<file path="config.mk">
export PLATFORM = sky130hd
export DESIGN_NAME = ivt_thresholds
export DESIGN_NICKNAME = d
export VERILOG_FILES = /design/src/shared/ivt_pkg.sv /design/src/rtl/ivt_cmd_reg.sv /design/src/rtl/ivt_thresholds.sv
export SDC_FILE = /design/constraint.sdc
export NUM_CORES = 1
export LEC_CHECK = 0
export ABC_AREA = 0
export ABC_CLOCK_PERIOD_IN_PS = 1900
export BUFFER_PORTS_ARGS = -buffer_cell sky130_fd_sc_hd__buf_4
export CAP_MARGIN = 20
export CORE_MARGIN = 1
export CORE_UTILIZATION = 47
export DETAILED_ROUTE_END_ITERATION = 10
export PLACE_DENSITY = 0.81
export SYNTH_ARGS = -nofsm -noshare
export SYNTH_HDL_FRONTEND = slang
export SYNTH_SLANG_ARGS = --single-unit
</file>
<file path="constraint.sdc">
create_clock -name clock -period 1.9 [get_ports clock]
set_input_delay 0.19 -clock clock [delete_from_list [all_inputs] [get_ports clock]]
set_output_delay 0.19 -clock clock [all_outputs]
set_load 0.01 [all_outputs]
</file>
<file path="src/shared/ivt_pkg.sv">
// Purpose: constants for the input voltage start/stop threshold block
// Assumes: command codes and reset values as seen by the bus host
// Notes:   all thresholds count 250 mV steps, ratio counts 0.001 steps
package ivt_pkg;
  // ****************************************
  // command codes
  // ****************************************
  localparam logic [7:0]  CMD_FB_RATIO   = 8'h29;
  localparam logic [7:0]  CMD_VIN_START  = 8'h35;
  localparam logic [7:0]  CMD_VIN_STOP   = 8'h36;
  // ****************************************
  // fields and reset values
  // ****************************************
  localparam int          DATA_W         = 16;
  localparam int          FIELD_W        = 12;
  localparam logic [15:0] RST_FB_RATIO   = 16'h0359;
  localparam logic [15:0] RST_VIN_START  = 16'h001d;
  localparam logic [15:0] RST_VIN_STOP   = 16'h001b;
  localparam logic [3:0]  RO_BITS_VALUE  = 4'h0;
  // ****************************************
  // conversion state
  // ****************************************
  typedef enum logic {
    IVT_STOPPED = 1'b0,
    IVT_RUNNING = 1'b1
  } ivt_run_t;
endpackage

</file>
<file path="src/rtl/ivt_cmd_reg.sv">
// Purpose: one 16-bit direct-format command with a 12-bit stored field
// Assumes: write strobe and data come from logic on the same clock
// Notes:   upper four bits read as zero and ignore writes
`timescale 1ns/1ps
module ivt_cmd_reg #(
  parameter logic [15:0] RESET_VAL = 16'h0000
) (
  // clock and reset
  input  wire logic        clock,
  input  wire logic        rstn,
  // write side
  input  wire logic        wr_en,
  input  wire logic [15:0] wdata,
  // stored value
  output logic      [15:0] value
);
  typedef struct packed {
    logic [ivt_pkg::FIELD_W-1:0] field;
    logic                        seen_wr;
  } ivt_reg_state_t;

  ivt_reg_state_t state;
  ivt_reg_state_t next_state;

  always_comb begin
    next_state = state;
    if (wr_en) begin
      next_state.field   = wdata[ivt_pkg::FIELD_W-1:0];
      next_state.seen_wr = 1'b1;
    end
  end

  always_ff @(posedge clock or negedge rstn) begin
    if (!rstn) begin
      state.field   <= RESET_VAL[ivt_pkg::FIELD_W-1:0];
      state.seen_wr <= 1'b0;
    end else begin
      state <= next_state;
    end
  end

  assign value = {ivt_pkg::RO_BITS_VALUE, state.field};

  // ****************************************
  // checks
  // ****************************************
  property p_reg_default;
    @(posedge clock) disable iff (!rstn)
      !state.seen_wr |-> value == RESET_VAL;
  endproperty
  a_reg_default: assert property (p_reg_default)
    else $error("command lost its reset value before any write");

  property p_reg_write;
    @(posedge clock) disable iff (!rstn)
      wr_en |=> value == {4'h0, $past(wdata[11:0])} && value[15:12] == 4'h0;
  endproperty
  a_reg_write: assert property (p_reg_write)
    else $error("write not stored as low twelve bits only");
endmodule

</file>
<file path="src/rtl/ivt_thresholds.sv">
// Purpose: input voltage start/stop thresholds and feedback ratio
// Assumes: vin_level is a same-clock measurement in 250 mV steps
// Notes:   hysteresis between start and stop keeps conversion stable
//
// Function
// - feedback ratio unsigned in 0.001 steps, resets 0x0359
// - start only at start threshold with other conditions
// - start threshold 250 mV steps, resets 0x001d
// - running conversion stops at stop threshold
// - stop threshold 250 mV steps, resets 0x001b
`timescale 1ns/1ps
module ivt_thresholds (
  // clock and reset
  input  wire logic        clock,
  input  wire logic        rstn,
  // command port from bus host logic
  input  wire logic [7:0]  cmd_code,
  input  wire logic        cmd_wr,
  input  wire logic        cmd_rd,
  input  wire logic [15:0] cmd_wdata,
  output logic      [15:0] rd_data,
  output logic             rd_ack,
  output logic             cmd_nack,
  // input voltage measurement and other start conditions
  input  wire logic [15:0] vin_level,
  input  wire logic        vin_valid,
  input  wire logic        other_ok,
  // converter control
  output logic             conv_enable,
  output logic      [15:0] fb_ratio
);
  // ****************************************
  // command storage
  // ****************************************
  logic [15:0] start_thr;
  logic [15:0] stop_thr;
  logic [15:0] ratio_val;
  logic        hit_ratio;
  logic        hit_start;
  logic        hit_stop;
  logic        hit_any;

  assign hit_ratio = cmd_code == ivt_pkg::CMD_FB_RATIO;
  assign hit_start = cmd_code == ivt_pkg::CMD_VIN_START;
  assign hit_stop  = cmd_code == ivt_pkg::CMD_VIN_STOP;
  assign hit_any   = hit_ratio | hit_start | hit_stop;

  ivt_cmd_reg #(.RESET_VAL(ivt_pkg::RST_FB_RATIO)) u_ratio (
    .clock (clock),
    .rstn  (rstn),
    .wr_en (cmd_wr & hit_ratio),
    .wdata (cmd_wdata),
    .value (ratio_val)
  );

  ivt_cmd_reg #(.RESET_VAL(ivt_pkg::RST_VIN_START)) u_start (
    .clock (clock),
    .rstn  (rstn),
    .wr_en (cmd_wr & hit_start),
    .wdata (cmd_wdata),
    .value (start_thr)
  );

  ivt_cmd_reg #(.RESET_VAL(ivt_pkg::RST_VIN_STOP)) u_stop (
    .clock (clock),
    .rstn  (rstn),
    .wr_en (cmd_wr & hit_stop),
    .wdata (cmd_wdata),
    .value (stop_thr)
  );

  assign fb_ratio = ratio_val;

  // ****************************************
  // run state and read answers
  // ****************************************
  typedef struct packed {
    ivt_pkg::ivt_run_t run;
    logic [15:0]       rd_data;
    logic              rd_ack;
    logic              cmd_nack;
  } ivt_top_state_t;

  ivt_top_state_t state;
  ivt_top_state_t next_state;
  logic           reach_start;
  logic           reach_stop;

  assign reach_start = vin_valid && vin_level >= start_thr;
  assign reach_stop  = vin_valid && vin_level <= stop_thr;

  always_comb begin
    next_state          = state;
    next_state.rd_ack   = 1'b0;
    next_state.cmd_nack = 1'b0;
    case (state.run)
      ivt_pkg::IVT_STOPPED: begin
        if (reach_start && other_ok) begin
          next_state.run = ivt_pkg::IVT_RUNNING;
        end
      end
      ivt_pkg::IVT_RUNNING: begin
        if (reach_stop || !other_ok) begin
          next_state.run = ivt_pkg::IVT_STOPPED;
        end
      end
      default: begin
        next_state.run = ivt_pkg::IVT_STOPPED;
      end
    endcase
    if (cmd_rd) begin
      next_state.rd_ack = hit_any;
      if (hit_ratio) begin
        next_state.rd_data = ratio_val;
      end else if (hit_start) begin
        next_state.rd_data = start_thr;
      end else if (hit_stop) begin
        next_state.rd_data = stop_thr;
      end else begin
        next_state.rd_data = 16'h0000;
      end
    end
    if ((cmd_rd || cmd_wr) && !hit_any) begin
      next_state.cmd_nack = 1'b1;
    end
  end

  always_ff @(posedge clock or negedge rstn) begin
    if (!rstn) begin
      state.run      <= ivt_pkg::IVT_STOPPED;
      state.rd_data  <= 16'h0000;
      state.rd_ack   <= 1'b0;
      state.cmd_nack <= 1'b0;
    end else begin
      state <= next_state;
    end
  end

  assign conv_enable = state.run == ivt_pkg::IVT_RUNNING;
  assign rd_data     = state.rd_data;
  assign rd_ack      = state.rd_ack;
  assign cmd_nack    = state.cmd_nack;

  // ****************************************
  // checks
  // ****************************************
  property p_start;
    @(posedge clock) disable iff (!rstn)
      !conv_enable && reach_start && other_ok |=> conv_enable;
  endproperty
  a_start: assert property (p_start)
    else $error("conversion did not start at start threshold");

  property p_no_early_start;
    @(posedge clock) disable iff (!rstn)
      !conv_enable && !(reach_start && other_ok) |=> !conv_enable;
  endproperty
  a_no_early_start: assert property (p_no_early_start)
    else $error("conversion started without a start crossing");

  property p_stop;
    @(posedge clock) disable iff (!rstn)
      conv_enable && reach_stop |=> !conv_enable;
  endproperty
  a_stop: assert property (p_stop)
    else $error("conversion kept running at stop threshold");

  property p_hold;
    @(posedge clock) disable iff (!rstn)
      conv_enable && !reach_stop && other_ok |=> conv_enable;
  endproperty
  a_hold: assert property (p_hold)
    else $error("conversion stopped above stop threshold");

  property p_read_ratio;
    @(posedge clock) disable iff (!rstn)
      cmd_rd && hit_ratio |=> rd_ack && rd_data == $past(ratio_val);
  endproperty
  a_read_ratio: assert property (p_read_ratio)
    else $error("ratio read returned wrong value");

  property p_read_thr;
    @(posedge clock) disable iff (!rstn)
      cmd_rd && (hit_start || hit_stop) |=> rd_ack && rd_data[15:12] == 4'h0;
  endproperty
  a_read_thr: assert property (p_read_thr)
    else $error("threshold read showed nonzero upper bits");

  property p_other_lost;
    @(posedge clock) disable iff (!rstn)
      conv_enable && !other_ok |=> !conv_enable;
  endproperty
  a_other_lost: assert property (p_other_lost)
    else $error("conversion kept running without other conditions");

  property p_stop_no_valid;
    @(posedge clock) disable iff (!rstn)
      conv_enable && !vin_valid && other_ok |=> conv_enable;
  endproperty
  a_stop_no_valid: assert property (p_stop_no_valid)
    else $error("conversion stopped without a valid measurement");

  property p_read_start;
    @(posedge clock) disable iff (!rstn)
      cmd_rd && hit_start |=> rd_ack && rd_data == $past(start_thr);
  endproperty
  a_read_start: assert property (p_read_start)
    else $error("start threshold read returned wrong value");

  property p_read_stop;
    @(posedge clock) disable iff (!rstn)
      cmd_rd && hit_stop |=> rd_ack && rd_data == $past(stop_thr);
  endproperty
  a_read_stop: assert property (p_read_stop)
    else $error("stop threshold read returned wrong value");

  property p_ratio_write;
    @(posedge clock) disable iff (!rstn)
      cmd_wr && hit_ratio |=> fb_ratio == {4'h0, $past(cmd_wdata[11:0])};
  endproperty
  a_ratio_write: assert property (p_ratio_write)
    else $error("ratio output does not follow written value");
endmodule

</file>
==> Yosys cells after proc, flatten, opt, wreduce, memory -nomap -nowiden <==
Index checks and enable logic that the tools add are counted.
{ "word_totals": {"input_bits": 46, "mem_bits_ro": 0, "latchBits": 0, "n_memories": 0, "elab_cells": 34, "register_bits": 51, "mem_bits_rw": 0} }
{ "classes": {"n_eq_ne": 3, "multipliers": 0, "n_mux": 8, "reduce_logical": 8, "div_mod_pow": 0, "magnitude_cmp": 2, "add_sub_neg": 0, "bitwise": 6, "n_shift": 0} }
{ "op_table": {"columns": ["cell", "n"], "rows": [
  ["$mux 12", 3],
  ["$eq 8x6->1 const B", 3],
  ["$ge 16x12->1", 1],
  ["$le 16x12->1", 1],
  ["$logic_and 1x1->1", 4],
  ["$mux 1", 4],
  ["$and 1x1->1", 3],
  ["$logic_not 1->1", 2],
  ["$logic_or 1x1->1", 2],
  ["$or 1x1->1", 2],
  ["$pmux 1 s2", 1],
  ["$not 1->1", 1]
]} }

==> Depth between registers and ports, before layout <==
Gate-level depths: netlist of the first run.
{ "logic_depth": {"word_depth": 6, "mapped_depth": 8, "ltp_nobuf": 8} }

==> Hierarchy <==
A second synthesis of the first run with hierarchy kept.
{ "hier_totals": {"cells_unflattened": 293, "hier_area_um2": 3325.7} }
{ "by_module_without_submodules": {"columns": ["module", "seq_area_each_um2", "instances", "area_per_inst_um2", "cells_per_inst"], "rows": [
  ["ivt_thresholds", 475.5, 1, 1754.2, 203],
  ["ivt_cmd_reg at u_start ...", 305.3, 2, 523.0, 30],
  ["ivt_cmd_reg at u_ratio", 307.8, 1, 525.5, 30]
]} }

==> Least setup slack after synthesis of the first run <==
OpenSTA, ideal clock, no wires.
{ "synth_path": {"kind": "flip-flop to flip-flop", "startpoint": "reg u_stop.state (netlist bit u_stop.value[4])", "endpoint": "reg state (netlist bit conv_enable)", "stages_incl_launch_ff": 8, "path_slack_ps": 78, "path_buffers": 0, "setup_time_ps": 119, "arrival_ps": 1704, "required_time_ps": 1781, "path_cell_list": "dfstp_2 > inv_1 > ha_1 > nand4_1 > or4_1 > o31ai_1 > a21boi_1 > o21a_1"} }
{ "synth_rtl": {"columns": ["item", "line", "text"], "rows": [
  ["start: declaration", "ivt_cmd_reg.sv:22", "ivt_reg_state_t state;"],
  ["start signal: assignment", "ivt_cmd_reg.sv:38", "state <= next_state;"],
  ["end signal: assignment", "ivt_thresholds.sv:135", "state <= next_state;"],
  ["end: declaration", "ivt_thresholds.sv:84", "ivt_top_state_t state;"]
]} }

==> flow_summary.yaml, run 1 <==
synth:
  synth_area_um2: 2740
  synth_edf_count: 0
  ys.flop_type: "dfrtp_1"
  yosys-top-cells-count: "dfrtp_1 (37), mux2_2 (36), ha_1 (24), inv_1 (24), a21oi_1 (21)"
  yosysUniqueCellTypes: 37
  async_reset_ff_share_pct: 100
  yosysTopAreaCellShare_pct: 33.8
  syn_inst: 239
  synth_area_per_cell_um2: 11.5
  yosysMostFrequentCell: "dfrtp_1"
  synth.area.top_cells: "dfrtp_1 (34%), mux2_2 (15%), dfstp_2 (13%)"
  ys_ff_latch: 51
  synth_warnings: 0
  synth_top_cell_by_area: "dfrtp_1"
  ys_seq_area_share_pct: 47.2
grt:
  grt_pass1_vias: 2164
  grt-ovfl-total: 0
  track_usage_pct: 21.7
  grt_max_degree: 52
  antenna_found_initial: 0
  grt_pass1_wl_mm: 10.3
final_layout:
  final_cells: 389
  area_growth_syn_to_layout_pct: 29.8
  n_antenna_cell: 0
  drive_gt1_share_pct: 48.3
  nNetsFinal: 386
  utilization_pct: 63.9
  n_fill_cell: 460
worst_setup_path:
  worstPathMaxFanout: 2
  critPathArrivalTime_ns: 2.17
  path_class: "flip-flop to flip-flop"
  end_kind: "flip-flop"
  startpoint_type: "flip-flop"
  required_ns: 2.11
clock_tree:
  cts_tree: "done"
  cts_root_buffer: "clkbuf_8"
  clk_pin_slew_ns: 0.10
  cts_buffer_depth: 2
  clk_latency_ns: 0.31
  numClockSinks: 51
  cts_max_level: 2
  cts_buffers: 5
floorplanning:
  core_um2: 5570
  io-pin-count: 81
  die_x_um: 78.4
  start_util_pct: 49.2
  dieArea_um2: 6140
  chipHeight_um: 78.4
  rows: 27
timing:
  final.min_clock_period_ns: 1.96
  setup_viol: 1
  setup_ws_ns: -0.0603
  fin_crit_sh_pct: 103
  fmax_ghz: 0.510
  relSlewSlack_pct: 57.3
  rsz0062_at_grt: "yes"
  timing.final.max_slew_violations: 0
  finalHoldViolCount: 0
  fin_skew_ns: 0.00773
  tightest_slew_ns: 0.641
drt:
  wl_per_cell_um: 16.6
  drt_wl_total_mm: 6.45
  avgViaCountPerCell: 5.52
  initialDrtViolationCount: 149
  final_antenna_net_count: 0
  drtPass1Iterations: 6
  drc: 0
  vias: 2146
place:
  placed_cells: 374
  place_ws_ns: -0.0314
  hpwl_mm: 4.68
  portBuffers: 68
  place_congestion: 0.805
power_and_ir_drop:
  p_leak_uw: 0.00166
  max-vdd-ir-drop_mv: 0.455
  powerDensity_nw_per_um2: 662
status:
  status: "complete, but fails checks"
  violations: "setup timing"
flow_run:
  max_cap_violations: 0
hold_path:
  hold_class: "primary input to flip-flop"
-- metal layers --
layer | vias to the layer above | share of wire, % | global-route usage [%]
met4 | 0 | 1.5 | 10.6
met2 | 83 | 48 | 34.1
met3 | 7 | 6.3 | 4.07
li1 | 1007 | - | -
met5 | - | 0 | 0
met1 | 1049 | 44 | 28.8
-- critical path, cell delays in order (launching register included) --
cell and delay, ns:
dfstp_2 0.55, inv_2 0.04, ha_4 0.25, nand4_1 0.13
or4_4 0.52, o31ai_2 0.08, a21boi_1 0.11, o21a_1 0.17
-- layout make-up --
class | count | area [um^2] | area share, %
clock buffers | 5 | 68.8 | 1.93
clock inverters | 3 | 46.3 | 1.30
repair buffers | 80 | 603 | 16.9
flip-flops and latches | 51 | 1290 | 36.3
inverters | 24 | 90.1 | 2.53
multi-input cells | 154 | 1370 | 38.4
well taps | 72 | 90.1 | 2.53
-- path summary, 6_finish.rpt --
| path | cells after the start | slack (ns) | to | startpoint |
|---|---|---|---|---|
| max | 7 | -0.06 | conv_enable$_DFF_PN0_ | u_stop.value[4]$_DFFE_PN1P_ |
| min | 2 | 0.08 | conv_enable$_DFF_PN0_ | other_ok |
| max reg2reg | 7 | -0.06 | conv_enable$_DFF_PN0_ | u_stop.value[4]$_DFFE_PN1P_ |
| min reg2reg | 2 | 0.54 | rd_data[9]$_DFFE_PN0P_ | rd_data[9]$_DFFE_PN0P_ |
| max in group asynchronous | 2 | 1.02 | u_ratio.value[11]$_DFFE_PN0P_ | rstn |
| min in group asynchronous | 2 | 0.44 | u_stop.value[6]$_DFFE_PN0P_ | rstn |
-- registers in the layout (all words and copies together), names as in the netlist --
signal and flops:
conv_enable 1, rd_data 12, u_ratio.value 12, cmd_nack 1
rd_ack 1, u_start.value 12, u_stop.value 12
-- layout by cell type (no fill, tap or decap), drive strengths merged, types with 2 or more instances in the layout --
cell type	synthesis	layout
ha	24	24
nand3	2	2
conb	1	8
dfrtp	37	37
nand2	5	5
o21a	2	2
a21oi	21	21
a21o	3	3
nor3b	2	2
dfstp	14	14
buf	13	79
clkbuf	4	5
mux2	36	36
a222oi	12	12
inv	24	25
nand4	7	7
nor2b	2	2
nor2	14	14
or4	2	2
nand2b	2	2
a211oi	2	2
-- what timing repair did --
action,4_1_cts,5_1_grt
endpoints found under the hold margin,37,0
buffers inserted,1,5
pin swaps,3,6
hold buffers,1,0
resized for setup,1,11
setup endpoints to repair,1,1
-- power by group --
part           total (uW)  switching [uW]  internal [uW]
sequential           1200            41.9           1150
clock                 773             376            397
combinational         389             185            203
total                2360             603           1750
-- kinds of logic (layout without fill, tap and decap cells) --
group	after synthesis	in the layout	share of synthesized area, %
flip-flops	51	51	47.2
AO/OA/AOI/OAI	46	46	11.8
buffers and inverters	41	112	7.12
AND/OR/NAND/NOR	40	40	8.03
multiplexers	36	36	14.8
adder cells (fa/ha/maj)	24	24	10.9
other	1	8	0.137
-- per-stage QoR --
| stage | hold slack, ns | area [um^2] | total power (uW) | setup TNS (ns) |
|---|---|---|---|---|
| 5_1_grt | 0.0775 | 3560 | 2480 | -0.130 |
| 2_1_floorplan | -0.106 | 2770 | 1390 | 0 |
| 6_report | 0.0830 | 3560 | 2360 | -0.0603 |
| 4_1_cts | 0.0828 | 3440 | 2340 | 0 |
| 3_5_place_dp | 0.258 | 3300 | 1570 | -0.0314 |
| 3_3_place_gp | 0.247 | 3300 | 1550 | 0 |
Note: power is estimated with default switching activity, not from simulation.
==> inputs of run 2 (changes only) <==
CORE_ASPECT_RATIO = 1.5   (was default)
==> run 2 against run 1 <==
The run still ends with setup timing left. Total power grew 0.50%. Sequential power is essentially flat. First-iteration DRC count fell by 4.0%. Critical path type unchanged. Largest power group unchanged.
==> flow_summary.yaml, run 2 (same netlist as run 1, synthesis figures left out) <==
floorplanning:
  core_um2: 5530
  start_util_pct: 49.6
  dieArea_um2: 6150
  chipHeight_um: 95.6
  rows: 33
  die_x_um: 64.4
  io-pin-count: 81
timing:
  timing.hold.ws_ns: 0.0950
  fin_skew_ns: 0.00309
  final.min_clock_period_ns: 1.93
  fmax_ghz: 0.518
  tightest_slew_ns: 0.621
  relSlewSlack_pct: 58.6
  rsz0062_at_grt: "yes"
  finalHoldViolCount: 0
  setup_ws_ns: -0.0305
  setup_viol: 1
  fin_crit_sh_pct: 102
  timing.final.max_slew_violations: 0
final_layout:
  area_growth_syn_to_layout_pct: 29.2
  nNetsFinal: 385
  most-common-layout-cells: "buf_4 (78), dfrtp_1 (37), mux2_2 (36), inv_1 (21)"
  drive_gt1_share_pct: 47.8
  final_area_um2: 3540
  final_common_cell: "buf_4"
  n_antenna_cell: 0
clock_tree:
  clk_pin_slew_ns: 0.09
  cts_buffer_depth: 2
  cts_buffers: 5
  clk_latency_ns: 0.31
  cts_root_buffer: "clkbuf_8"
  cts_tree: "done"
  cts_max_level: 2
  numClockSinks: 51
worst_setup_path:
  critPathSlowestCell: "dfstp_2"
  critPathArrivalTime_ns: 2.13
  cp_num_buf_inv: 1
  worstPathMaxFanout: 2
  r2r_setup_slack_ns: -0.03
  required_ns: 2.10
  end_kind: "flip-flop"
  critPathMaxStageDelay_ns: 0.55
  cpLargestDelayFamily: "compound AO/OA/AOI/OAI gates"
  startpoint_type: "flip-flop"
  path_cells: "inv_2 > ha_4 > nor2b_1 > o211ai_1 > a211oi_2 > o31ai_4 > a21boi_1 > o21a_1"
  path_class: "flip-flop to flip-flop"
grt:
  grt_pass1_vias: 2175
  grt_pass1_wl_mm: 10.1
  grt_max_degree: 52
  grt-ovfl-total: 0
  antenna_found_initial: 0
  track_usage_pct: 21.8
drt:
  drc: 0
  wl_per_cell_um: 16.4
  initialDrtViolationCount: 143
  vias: 2131
  avgViaCountPerCell: 5.52
  drt_wl_total_mm: 6.34
  drtPass1Iterations: 5
  final_antenna_net_count: 0
place:
  hpwl_mm: 4.58
  post_dp_cell_area_um2: 3310
  place_congestion: 0.824
  portBuffers: 68
power_and_ir_drop:
  total_power_uw: 2370
  p_sw_uw: 582
  switching_share_pct: 24.6
  seqPwrFrac_pct: 50.5
  p_leak_uw: 0.00166
  combPwrFrac_pct: 16.2
  max-vdd-ir-drop_mv: 0.492
  p_int_uw: 1790
  p_clk_share_pct: 33.3
  powerDensity_nw_per_um2: 668
status:
  status: "complete, but fails checks"
  violations: "setup timing"
flow_run:
  max_cap_violations: 0
hold_path:
  hold_class: "primary input to flip-flop"
[run 2: cell types whose count changed in the layout (fill, tap and decap cells not counted), sizes merged]
cell      change
clkbuf        +1
buf           -1
clkinvlp      -1
[run 2: through the flow]
stage / cells / util, % / setup TNS [ns] / worst slack, ns
after detailed placement: 373 / 59.8 / -0.0428 / -0.0428
final: 386 / 64.1 / -0.0305 / -0.0305
after global routing: 386 / 64.1 / -0.0628 / -0.0628
after global placement: 373 / 59.8 / 0 / 0.0236
after floorplan: 246 / - / 0 / 0.0776
after CTS: 385 / 63.3 / 0 / 0.00786
[run 2: worst paths after layout]
kind,from,endpoint,cells after the start
min reg2reg,rd_data[2]$_DFFE_PN0P_,rd_data[2]$_DFFE_PN0P_,2
max in group asynchronous,rstn,rd_data[9]$_DFFE_PN0P_,2
max,u_stop.value[1]$_DFFE_PN1P_,conv_enable$_DFF_PN0_,8
min in group asynchronous,rstn,rd_data[1]$_DFFE_PN0P_,2
min,other_ok,conv_enable$_DFF_PN0_,2
max reg2reg,u_stop.value[1]$_DFFE_PN1P_,conv_enable$_DFF_PN0_,8
[run 2: cell type report]
class                           instances  area [um^2]
Clock inverter                          2         38.8
Sequential cell                        51         1290
Timing Repair Buffer                   79          596
Inverter                               24         90.1
Multi-Input combinational cell        154         1360
Tap cell                               70         87.6
Fill cell                             438         1990
Clock buffer                            6         82.6
[run 2: power groups by stage]
stage | logic, uW | clock network, uW | registers, uW
detailed placement | 357 | 0 | 1210
global route | 429 | 855 | 1200
finish | 383 | 789 | 1200
floorplan | 165 | 0 | 1220
CTS | 373 | 809 | 1200
global placement | 345 | 0 | 1210
[run 2: what timing repair did]
item	in CTS	in global routing
resized for setup	7	5
setup endpoints to repair	1	1
buffers inserted	3	1
pin swaps	9	0
endpoints found under the hold margin	37	0
hold buffers	1	0
[run 2: routing by layer]
metal  routed length (um)  vias up  global-route usage [%]
li1                     -     1007                       -
met1                 2520     1033                    25.0
met2                 3360       76                    39.1
met3                  286       15                    2.75
met4                  175        0                    11.7
met5                    0        -                       0
